--- config.mk ---
export PLATFORM = sky130hd
export DESIGN_NAME = mpm_master
export DESIGN_NICKNAME = d
export VERILOG_FILES = /design/src/common/mpm_pkg.sv /design/src/logic/mpm_wait_timer.sv /design/src/logic/mpm_addr_step.sv /design/src/logic/mpm_master.sv
export SDC_FILE = /design/constraint.sdc
export NUM_CORES = 1
export LEC_CHECK = 0
export BUFFER_PORTS_ARGS = -buffer_cell sky130_fd_sc_hd__buf_4
export CORE_MARGIN = 10
export CORE_UTILIZATION = 53
export DETAILED_ROUTE_END_ITERATION = 8
export HOLD_SLACK_MARGIN = 0.08
export PLACE_DENSITY = 0.81
export SYNTH_ARGS = -nofsm -noshare
export SYNTH_HDL_FRONTEND = slang
export SYNTH_SLANG_ARGS = --single-unit
--- constraint.sdc ---
create_clock -name clock -period 2.6 [get_ports clock]
set_clock_uncertainty 0.1 [all_clocks]
set_input_delay 0.13 -clock clock [delete_from_list [all_inputs] [get_ports clock]]
set_output_delay 0.13 -clock clock [all_outputs]
set_load 0.01 [all_outputs]
--- src/common/mpm_pkg.sv ---
package mpm_pkg;

  // access sequencer states
  typedef enum logic [2:0] {
    MPM_IDLE,
    MPM_ADDR_LO,
    MPM_ADDR_LO_HOLD,
    MPM_ADDR_HI,
    MPM_ADDR_HI_HOLD,
    MPM_SETUP,
    MPM_STROBE,
    MPM_HOLD
  } mpm_state_type;

  // address step after each access
  localparam logic [1:0] MPM_STEP_NONE = 2'h0;
  localparam logic [1:0] MPM_STEP_INC  = 2'h1;
  localparam logic [1:0] MPM_STEP_DEC  = 2'h2;

  // address register field positions
  localparam int MPM_CS2_BIT    = 15;
  localparam int MPM_CS1_BIT    = 14;
  localparam int MPM_ADDR_W     = 16;
  localparam int MPM_DATA_W     = 8;

  // shortest phase lengths in clock cycles; strobe base covers the
  // two-flop delay on the returning read data
  localparam int MPM_SETUP_BASE  = 1;
  localparam int MPM_STROBE_BASE = 3;
  localparam int MPM_HOLD_BASE   = 1;
  localparam int MPM_TMR_W       = 5;

  // reset values
  localparam logic [15:0] MPM_ADDR_RST = 16'h0000;
  localparam logic [7:0]  MPM_DATA_RST = 8'h00;

endpackage : mpm_pkg

--- src/logic/mpm_wait_timer.sv ---
`timescale 1ns/10ps

// down counter that times the setup, strobe and hold phases
module mpm_wait_timer
  import mpm_pkg::*;
#(
  parameter int TMR_W = MPM_TMR_W
) (
  input  wire logic             clock,
  input  wire logic             rst,
  input  wire logic             clk_en,
  input  wire logic             load,
  input  wire logic [TMR_W-1:0] load_value,
  output logic                  expired
);

  logic [TMR_W-1:0] count_reg;

  // refuse a counter too narrow for the longest strobe phase
  if (TMR_W < 5) begin : g_tmr_w_check
    $error("mpm_wait_timer: TMR_W too small for strobe");
  end

  // load wins over counting so a new phase never inherits old time
  always_ff @(posedge clock or posedge rst) begin
    if (rst) begin
      count_reg <= '0;
    end else if (clk_en) begin
      if (load) begin
        count_reg <= load_value;
      end else if (count_reg != '0) begin
        count_reg <= count_reg - 1'b1;
      end
    end
  end

  assign expired = (count_reg == '0);

endmodule : mpm_wait_timer

--- src/logic/mpm_addr_step.sv ---
`timescale 1ns/10ps

// next held address; select bits are never touched by the step
module mpm_addr_step
  import mpm_pkg::*;
(
  input  wire logic [15:0] addr_in,
  input  wire logic [1:0]  step_mode,
  input  wire logic        two_devices,
  output logic [15:0]      addr_out
);

  // wrap stays inside the address field of the active setup
  always_comb begin
    addr_out = addr_in;
    if (two_devices) begin
      if (step_mode == MPM_STEP_INC) begin
        addr_out = {addr_in[15:14], addr_in[13:0] + 14'h0001};
      end else if (step_mode == MPM_STEP_DEC) begin
        addr_out = {addr_in[15:14], addr_in[13:0] - 14'h0001};
      end
    end else begin
      if (step_mode == MPM_STEP_INC) begin
        addr_out = {addr_in[15], addr_in[14:0] + 15'h0001};
      end else if (step_mode == MPM_STEP_DEC) begin
        addr_out = {addr_in[15], addr_in[14:0] - 15'h0001};
      end
    end
  end

endmodule : mpm_addr_step

--- src/logic/mpm_master.sv ---
`timescale 1ns/10ps

// Overview of operation
// Low then high address byte, then data, all on the shared pins.
// Lowest address pin becomes the low-byte latch strobe.
// Second address pin becomes the high-byte latch strobe.
// The thirteen upper address pins are released, never driven.
// Each access runs low address, high address, then data phase.
// Both latch strobes are active high.
// Single device: chip select one carries address bit 14.
// Single device: bit 15 enables select two, bits 14..0 address.
// Two devices: both selects used, fourteen address bits remain.
// Two devices: bit 15 select two, bit 14 select one, 13..0 address.
// Only the addressed device's select goes active, same timing.
// Selects, read strobe and write strobe are active low.
// Byte-wide master with separate read and write strobes.
// Held address steps up, down or stays after each access.
// Optional interrupt pulse at completion of each access.
// Setup, strobe width and hold each set in wait cycles.
// Byte select output disabled; its polarity has no effect.
// Busy set from start until the data phase ends.
// External latches hold the address through the data phase.
module mpm_master
  import mpm_pkg::*;
(
  input  wire logic        clock,
  input  wire logic        rst,
  input  wire logic        clk_en,
  input  wire logic        port_enable,
  input  wire logic        two_devices,
  input  wire logic [1:0]  step_mode,
  input  wire logic        irq_enable,
  input  wire logic [1:0]  wait_setup,
  input  wire logic [3:0]  wait_strobe,
  input  wire logic [1:0]  wait_hold,
  input  wire logic        addr_load,
  input  wire logic [15:0] addr_load_value,
  input  wire logic        start_read,
  input  wire logic        start_write,
  input  wire logic [7:0]  write_data,
  output logic [15:0]      access_address,
  output logic [7:0]       read_data,
  output logic             busy,
  output logic             done,
  output logic             irq,
  input  wire logic [7:0]  shared_addr_data_pins_in,
  output logic [7:0]       shared_addr_data_pins_out,
  output logic             shared_addr_data_pins_oe,
  output logic             low_addr_latch_strobe,
  output logic             high_addr_latch_strobe,
  output logic             chip_select_one_n,
  output logic             chip_select_two_n,
  output logic             read_strobe_out_n,
  output logic             write_strobe_out_n,
  output logic             byte_select_out,
  output logic             byte_select_out_oe,
  output logic [14:2]      port_address_pins_out,
  output logic [14:2]      port_address_pins_oe
);

  //////////////////////////////////////////////////////////////////////
  // declarations

  mpm_state_type          state_reg;
  mpm_state_type          state_next;
  logic [15:0]            addr_reg;
  logic [15:0]            addr_stepped;
  logic [7:0]             wdata_reg;
  logic [7:0]             rdata_reg;
  logic                   is_read_reg;
  logic                   busy_reg;
  logic                   done_reg;
  logic                   irq_reg;
  logic [7:0]             pin_meta_reg;
  logic [7:0]             pin_sync_reg;
  logic [7:0]             pd_out_reg;
  logic                   pd_oe_reg;
  logic                   lo_latch_reg;
  logic                   hi_latch_reg;
  logic                   cs1_n_reg;
  logic                   cs2_n_reg;
  logic                   rd_n_reg;
  logic                   wr_n_reg;
  logic                   go;
  logic                   finish;
  logic                   tmr_load;
  logic [MPM_TMR_W-1:0]   tmr_value;
  logic                   tmr_expired;
  logic                   data_phase;
  logic                   read_next;

  // phase length minus one, as the timer counts down to zero
  function automatic logic [MPM_TMR_W-1:0] phase_load(
    input logic [3:0] waits,
    input int         base
  );
    phase_load = MPM_TMR_W'({1'b0, waits} + 5'(base) - 5'h01);
  endfunction : phase_load

  //////////////////////////////////////////////////////////////////////
  // helpers

  // a new access only starts from idle; other starts are dropped
  assign go     = port_enable && (state_reg == MPM_IDLE) &&
                  (start_read || start_write);
  assign finish = (state_reg == MPM_HOLD) && tmr_expired;
  // read wins when both starts arrive together
  assign read_next = go ? start_read : is_read_reg;

  mpm_wait_timer #(
    .TMR_W      (MPM_TMR_W)
  ) u_timer (
    .clock      (clock),
    .rst        (rst),
    .clk_en     (clk_en),
    .load       (tmr_load),
    .load_value (tmr_value),
    .expired    (tmr_expired)
  );

  mpm_addr_step u_step (
    .addr_in     (addr_reg),
    .step_mode   (step_mode),
    .two_devices (two_devices),
    .addr_out    (addr_stepped)
  );

  //////////////////////////////////////////////////////////////////////
  // sequencer: two address phases, then the timed data phase

  always_comb begin
    state_next = state_reg;
    unique case (state_reg)
      MPM_IDLE:         if (go) state_next = MPM_ADDR_LO;
      MPM_ADDR_LO:      state_next = MPM_ADDR_LO_HOLD;
      MPM_ADDR_LO_HOLD: state_next = MPM_ADDR_HI;
      MPM_ADDR_HI:      state_next = MPM_ADDR_HI_HOLD;
      MPM_ADDR_HI_HOLD: state_next = MPM_SETUP;
      MPM_SETUP:        if (tmr_expired) state_next = MPM_STROBE;
      MPM_STROBE:       if (tmr_expired) state_next = MPM_HOLD;
      MPM_HOLD:         if (tmr_expired) state_next = MPM_IDLE;
    endcase
  end

  // each timed phase reloads the counter on entry
  always_comb begin
    tmr_load  = (state_next != state_reg);
    tmr_value = '0;
    unique case (state_next)
      MPM_SETUP:  tmr_value = phase_load({2'h0, wait_setup},
                                         MPM_SETUP_BASE);
      MPM_STROBE: tmr_value = phase_load(wait_strobe,
                                         MPM_STROBE_BASE);
      MPM_HOLD:   tmr_value = phase_load({2'h0, wait_hold},
                                         MPM_HOLD_BASE);
      default:    tmr_load = 1'b0;
    endcase
  end

  always_ff @(posedge clock or posedge rst) begin
    if (rst) begin
      state_reg <= MPM_IDLE;
    end else if (clk_en) begin
      state_reg <= state_next;
    end
  end

  //////////////////////////////////////////////////////////////////////
  // held address, write data and direction

  // software loads are ignored while an access is in flight
  always_ff @(posedge clock or posedge rst) begin
    if (rst) begin
      addr_reg <= MPM_ADDR_RST;
    end else if (clk_en) begin
      if (finish) begin
        addr_reg <= addr_stepped;
      end else if (addr_load && state_reg == MPM_IDLE) begin
        addr_reg <= addr_load_value;
      end
    end
  end

  always_ff @(posedge clock or posedge rst) begin
    if (rst) begin
      wdata_reg   <= MPM_DATA_RST;
      is_read_reg <= 1'b0;
    end else if (clk_en && go) begin
      wdata_reg   <= write_data;
      is_read_reg <= start_read;
    end
  end

  //////////////////////////////////////////////////////////////////////
  // read data: two flops, then capture on the last strobe cycle

  // the strobe base of three covers this two-cycle sampling lag
  always_ff @(posedge clock or posedge rst) begin
    if (rst) begin
      pin_meta_reg <= MPM_DATA_RST;
      pin_sync_reg <= MPM_DATA_RST;
    end else if (clk_en) begin
      pin_meta_reg <= shared_addr_data_pins_in;
      pin_sync_reg <= pin_meta_reg;
    end
  end

  always_ff @(posedge clock or posedge rst) begin
    if (rst) begin
      rdata_reg <= MPM_DATA_RST;
    end else if (clk_en) begin
      if (state_reg == MPM_STROBE && tmr_expired && is_read_reg) begin
        rdata_reg <= pin_sync_reg;
      end
    end
  end

  //////////////////////////////////////////////////////////////////////
  // status: busy over the whole access, completion pulses

  always_ff @(posedge clock or posedge rst) begin
    if (rst) begin
      busy_reg <= 1'b0;
      done_reg <= 1'b0;
      irq_reg  <= 1'b0;
    end else if (clk_en) begin
      if (go) begin
        busy_reg <= 1'b1;
      end else if (finish) begin
        busy_reg <= 1'b0;
      end
      done_reg <= finish;
      irq_reg  <= finish && irq_enable;
    end
  end

  //////////////////////////////////////////////////////////////////////
  // pins, registered from the next state so they line up with it

  assign data_phase = (state_next == MPM_SETUP) ||
                      (state_next == MPM_STROBE) ||
                      (state_next == MPM_HOLD);

  // address byte is held one cycle after its latch closes
  always_ff @(posedge clock or posedge rst) begin
    if (rst) begin
      pd_out_reg <= MPM_DATA_RST;
      pd_oe_reg  <= 1'b0;
    end else if (clk_en) begin
      unique case (state_next)
        MPM_ADDR_LO, MPM_ADDR_LO_HOLD: begin
          pd_out_reg <= addr_reg[7:0];
          pd_oe_reg  <= 1'b1;
        end
        MPM_ADDR_HI, MPM_ADDR_HI_HOLD: begin

          pd_out_reg <= two_devices ? {2'h0, addr_reg[13:8]}
                                    : {1'b0, addr_reg[14:8]};
          pd_oe_reg  <= 1'b1;
        end
        MPM_SETUP, MPM_STROBE, MPM_HOLD: begin
          pd_out_reg <= wdata_reg;
          pd_oe_reg  <= !read_next;
        end
        default: begin
          pd_out_reg <= pd_out_reg;
          pd_oe_reg  <= 1'b0;
        end
      endcase
    end
  end

  // latches are transparent while high, so open one cycle each
  always_ff @(posedge clock or posedge rst) begin
    if (rst) begin
      lo_latch_reg <= 1'b0;
      hi_latch_reg <= 1'b0;
    end else if (clk_en) begin
      lo_latch_reg <= (state_next == MPM_ADDR_LO);
      hi_latch_reg <= (state_next == MPM_ADDR_HI);
    end
  end

  // selects span the whole access; only the addressed one is active
  always_ff @(posedge clock or posedge rst) begin
    if (rst) begin
      cs1_n_reg <= 1'b1;
      cs2_n_reg <= 1'b1;
    end else if (clk_en) begin
      cs2_n_reg <= !((state_next != MPM_IDLE) &&
                     addr_reg[MPM_CS2_BIT]);
      if (two_devices) begin
        cs1_n_reg <= !((state_next != MPM_IDLE) &&
                       addr_reg[MPM_CS1_BIT]);
      end else begin
        cs1_n_reg <= addr_reg[MPM_CS1_BIT];
      end
    end
  end

  always_ff @(posedge clock or posedge rst) begin
    if (rst) begin
      rd_n_reg <= 1'b1;
      wr_n_reg <= 1'b1;
    end else if (clk_en) begin
      rd_n_reg <= !(state_next == MPM_STROBE && read_next);
      wr_n_reg <= !(state_next == MPM_STROBE && !read_next);
    end
  end

  //////////////////////////////////////////////////////////////////////
  // outputs

  assign access_address            = addr_reg;
  assign read_data                 = rdata_reg;
  assign busy                      = busy_reg;
  assign done                      = done_reg;
  assign irq                       = irq_reg;
  assign shared_addr_data_pins_out = pd_out_reg;
  assign shared_addr_data_pins_oe  = pd_oe_reg;
  assign low_addr_latch_strobe     = lo_latch_reg;
  assign high_addr_latch_strobe    = hi_latch_reg;
  assign chip_select_one_n         = cs1_n_reg;
  assign chip_select_two_n         = cs2_n_reg;
  assign read_strobe_out_n         = rd_n_reg;
  assign write_strobe_out_n        = wr_n_reg;
  // no byte-select line in these byte-wide setups
  assign byte_select_out           = 1'b0;
  assign byte_select_out_oe        = 1'b0;
  // upper address pins are left to other logic
  assign port_address_pins_out     = '0;
  assign port_address_pins_oe      = '0;
endmodule : mpm_master

==> results.sh <==
export IMPL_dr_pass1_iters=5
export IMPL_synth_edf_count=0
export IMPL_switching_share=0.419
export IMPL_synth_largest_area_cell="dfrtp_1"
export IMPL_seq_power_share=0.348
export IMPL_dr_total_vias=3982
export IMPL_ys_flop_type="dfrtp_1"
export IMPL_ys_warn_count=0
export IMPL_wire_per_inst_um=17.5
export IMPL_numCtsBuffers=9
export IMPL_p_comb_frac=0.485
export IMPL_switching_power_uw=2170
export IMPL_antenna_left=0
export IMPL_cts_sinks=75
export IMPL_cp_slowest_stage_delay_ns=0.57
export IMPL_p_leak_uw=0.00274
export IMPL_hp_class="primary input to register"
export IMPL_rows=33
export IMPL_crit_fanout=13
export IMPL_drt_iter0_markers=236
export IMPL_yosysTopAreaCellShare=0.398
export IMPL_start_util=0.543
export IMPL_grt_max_degree=44
export IMPL_wirelength_um=12400
export IMPL_fillCellCount=644
export IMPL_synth_area_leaders="dfrtp_1 40%, mux2_2 8.6%, buf_4 4.7%, ha_1 4.5%, nor2_1 3.9%"
export IMPL_critical_path_required_ns=2.80
export IMPL_critPathLaunchType="register"
export IMPL_crit_arrival_ns=2.61
export IMPL_ys_types=58
export IMPL_synth_seq_cells=75
export IMPL_grt_antenna_before_repair=0
export IMPL_period_needed_ns=2.42
export IMPL_timing_fmax_mhz=414
export IMPL_critical_path_buf_inv_count=2
export IMPL_nets=668
export IMPL_num_io_pins=121
export IMPL_core_sq_um=8220
export IMPL_period_share=0.929
export IMPL_grt_pass1_wl_um=20100
export IMPL_slew_violations=0
export IMPL_dieHeight_um=112
export IMPL_setup_viol=0
export IMPL_p_int_uw=3010
export IMPL_vdd_ir_drop_worst_mv=0.540
export IMPL_postLayoutCoreUtil=0.701
export IMPL_status="complete, no violations"
export IMPL_path_clk_slew_ns=0.09
export IMPL_setup_tns_ns=0
export IMPL_diodes=0
export IMPL_cts_tree="built"
export IMPL_maxCapViolCount=0
export IMPL_die_w_um=112
export IMPL_crit_top_cell="dlygate4sd3_1"
export IMPL_place_gp_congestion=0.872
export IMPL_crit_chain="nor3_4, nand4_1, dlygate4sd3_1, nand2_1, dlygate4sd3_1"
export IMPL_root_buffer="clkbuf_8"
export IMPL_clk_latency_ns=0.36
export IMPL_cp_slowest_cell="dfrtp_1"
export IMPL_grtUsageTotal=0.193
export IMPL_crit_type="register to register"
export IMPL_htree_levels=3
export IMPL_synth_cells=470
export IMPL_cp_top_family="buffers and inverters"
export IMPL_largest_reg_flops=16
export IMPL_grt_pass1_vias=3930
export IMPL_place_port_buffers=92
export IMPL_synth_area_sq_um=4460
export IMPL_grt_ovfl_total=0
export IMPL_hold_ws_ns=0.125
export IMPL_synth_most_common_cell="dfrtp_1"
export IMPL_post_route_drc_count=0
export IMPL_p_clk_frac=0.167
export IMPL_cts_buffer_depth=2
export IMPL_finalHoldViolations=0
export IMPL_crit_path_end_kind="register"
export IMPL_synthTopCellsByCount="71 x dfrtp_1, 46 x nor2_1, 34 x a21oi_1, 34 x mux2_2, 34 x o21ai_0"
export IMPL_cellPowerDensity_nw_per_um2=899
export IMPL_die_area_sq_um=12500
export IMPL_area_growth_pct=29.0
export IMPL_hpwlAfterDp_um=8920
export IMPL_via_per_inst=5.61
export IMPL_ys_seq_area_frac=0.422
export IMPL_relSlewSlack=0.501
export IMPL_tightest_slew_ns=0.747
export IMPL_drive_gt1_frac=0.279
export IMPL_synthArstFlopShare=1.00
export IMPL_syn_area_per_cell_sq_um=9.50
[cells by family after synthesis]
family / Yosys count / share of synthesized area
compound gates: 123 / 0.172
xor+xnor: 12 / 0.0235
fa+ha+maj: 17 / 0.0493
buf+inv: 66 / 0.0830
flops: 75 / 0.422
mux: 41 / 0.101
other cells: 1 / 0.000840
simple gates: 135 / 0.149
[final cells by class]
cell class,count,area (sq um),share of cell area
inverters,15,56.3,0.00978
multi-input cells,356,2320,0.403
well taps,105,131,0.0228
flip-flops and latches,75,1880,0.327
clock inverters,7,58.8,0.0102
clock buffers,9,124,0.0215
repair buffers,143,1180,0.206
[cell usage in the layout, fill, tap and decap left out, types with 5 or more instances in the layout]
master and n:
nand2_1 33, a21oi_1 34, xnor2_1 8, nor2b_1 8, mux2i_1 7, inv_1 14
nor3_1 9, mux2_2 34, nand3_1 12, clkbuf_8 9, nand4_1 5, dlygate4sd3_1 39
buf_4 103, a22oi_1 5, o21ai_0 34, ha_1 16, a211oi_1 6, nor2_1 45
dfrtp_1 71, nand2b_1 6, o21a_1 5, conb_1 28, a31oi_1 5
[tightest hold or removal path: stages]
cell	delay, ns
buf_4	0.08
nand3_1	0.16
nand2_1	0.12
nand2_1	0.05
[layer usage]
layer / wire, um / track usage
met5: 0 / 0
met1: 4820 / 0.223
met3: 938 / 0.0580
met4: 192 / 0.0583
met2: 6470 / 0.334
[what timing repair did]
item	CTS	global route
setup buffers	0	0
resized for setup	0	2
setup endpoints to repair	0	4
hold buffers	39	0
endpoints found under the hold margin	68	0
[path summary, 6_finish.rpt]
| path | startpoint | end | slack [ns] | cells after the start |
|---|---|---|---|---|
| worst max-delay path | state_reg[0] | is_read_reg | 0.18 | 5 |
| worst max register to register | state_reg[0] | is_read_reg | 0.18 | 5 |
| worst min-delay path | addr_load | access_address[15] | 0.13 | 4 |
| max in group asynchronous | rst | write_strobe_out_n | 1.28 | 4 |
| min in group asynchronous | rst | wdata_reg[2] | 0.36 | 3 |
| worst min register to register | access_address[15] | chip_select_two_n | 0.37 | 1 |
[power groups by stage]
stage	sequential [uW]	combinational [uW]	clock [uW]
detailed placement	1810	2410	0
CTS	1790	2480	879
floorplan	1790	1650	0
global placement	1800	2340	0
global route	1840	2790	933
finish	1800	2510	866
[metrics by stage]
stage	total power (uW)	cells	instance area (sq um)	setup WS, ns
final	5180	710	5760	0.184
after global routing	5560	710	5760	-0.0221
after CTS	5150	710	5750	0.184
after detailed placement	4220	655	5180	0.113
after global placement	4140	655	5180	0.147
after floorplan	3440	497	4570	0.323
Note: power is estimated with default switching activity, not from simulation.
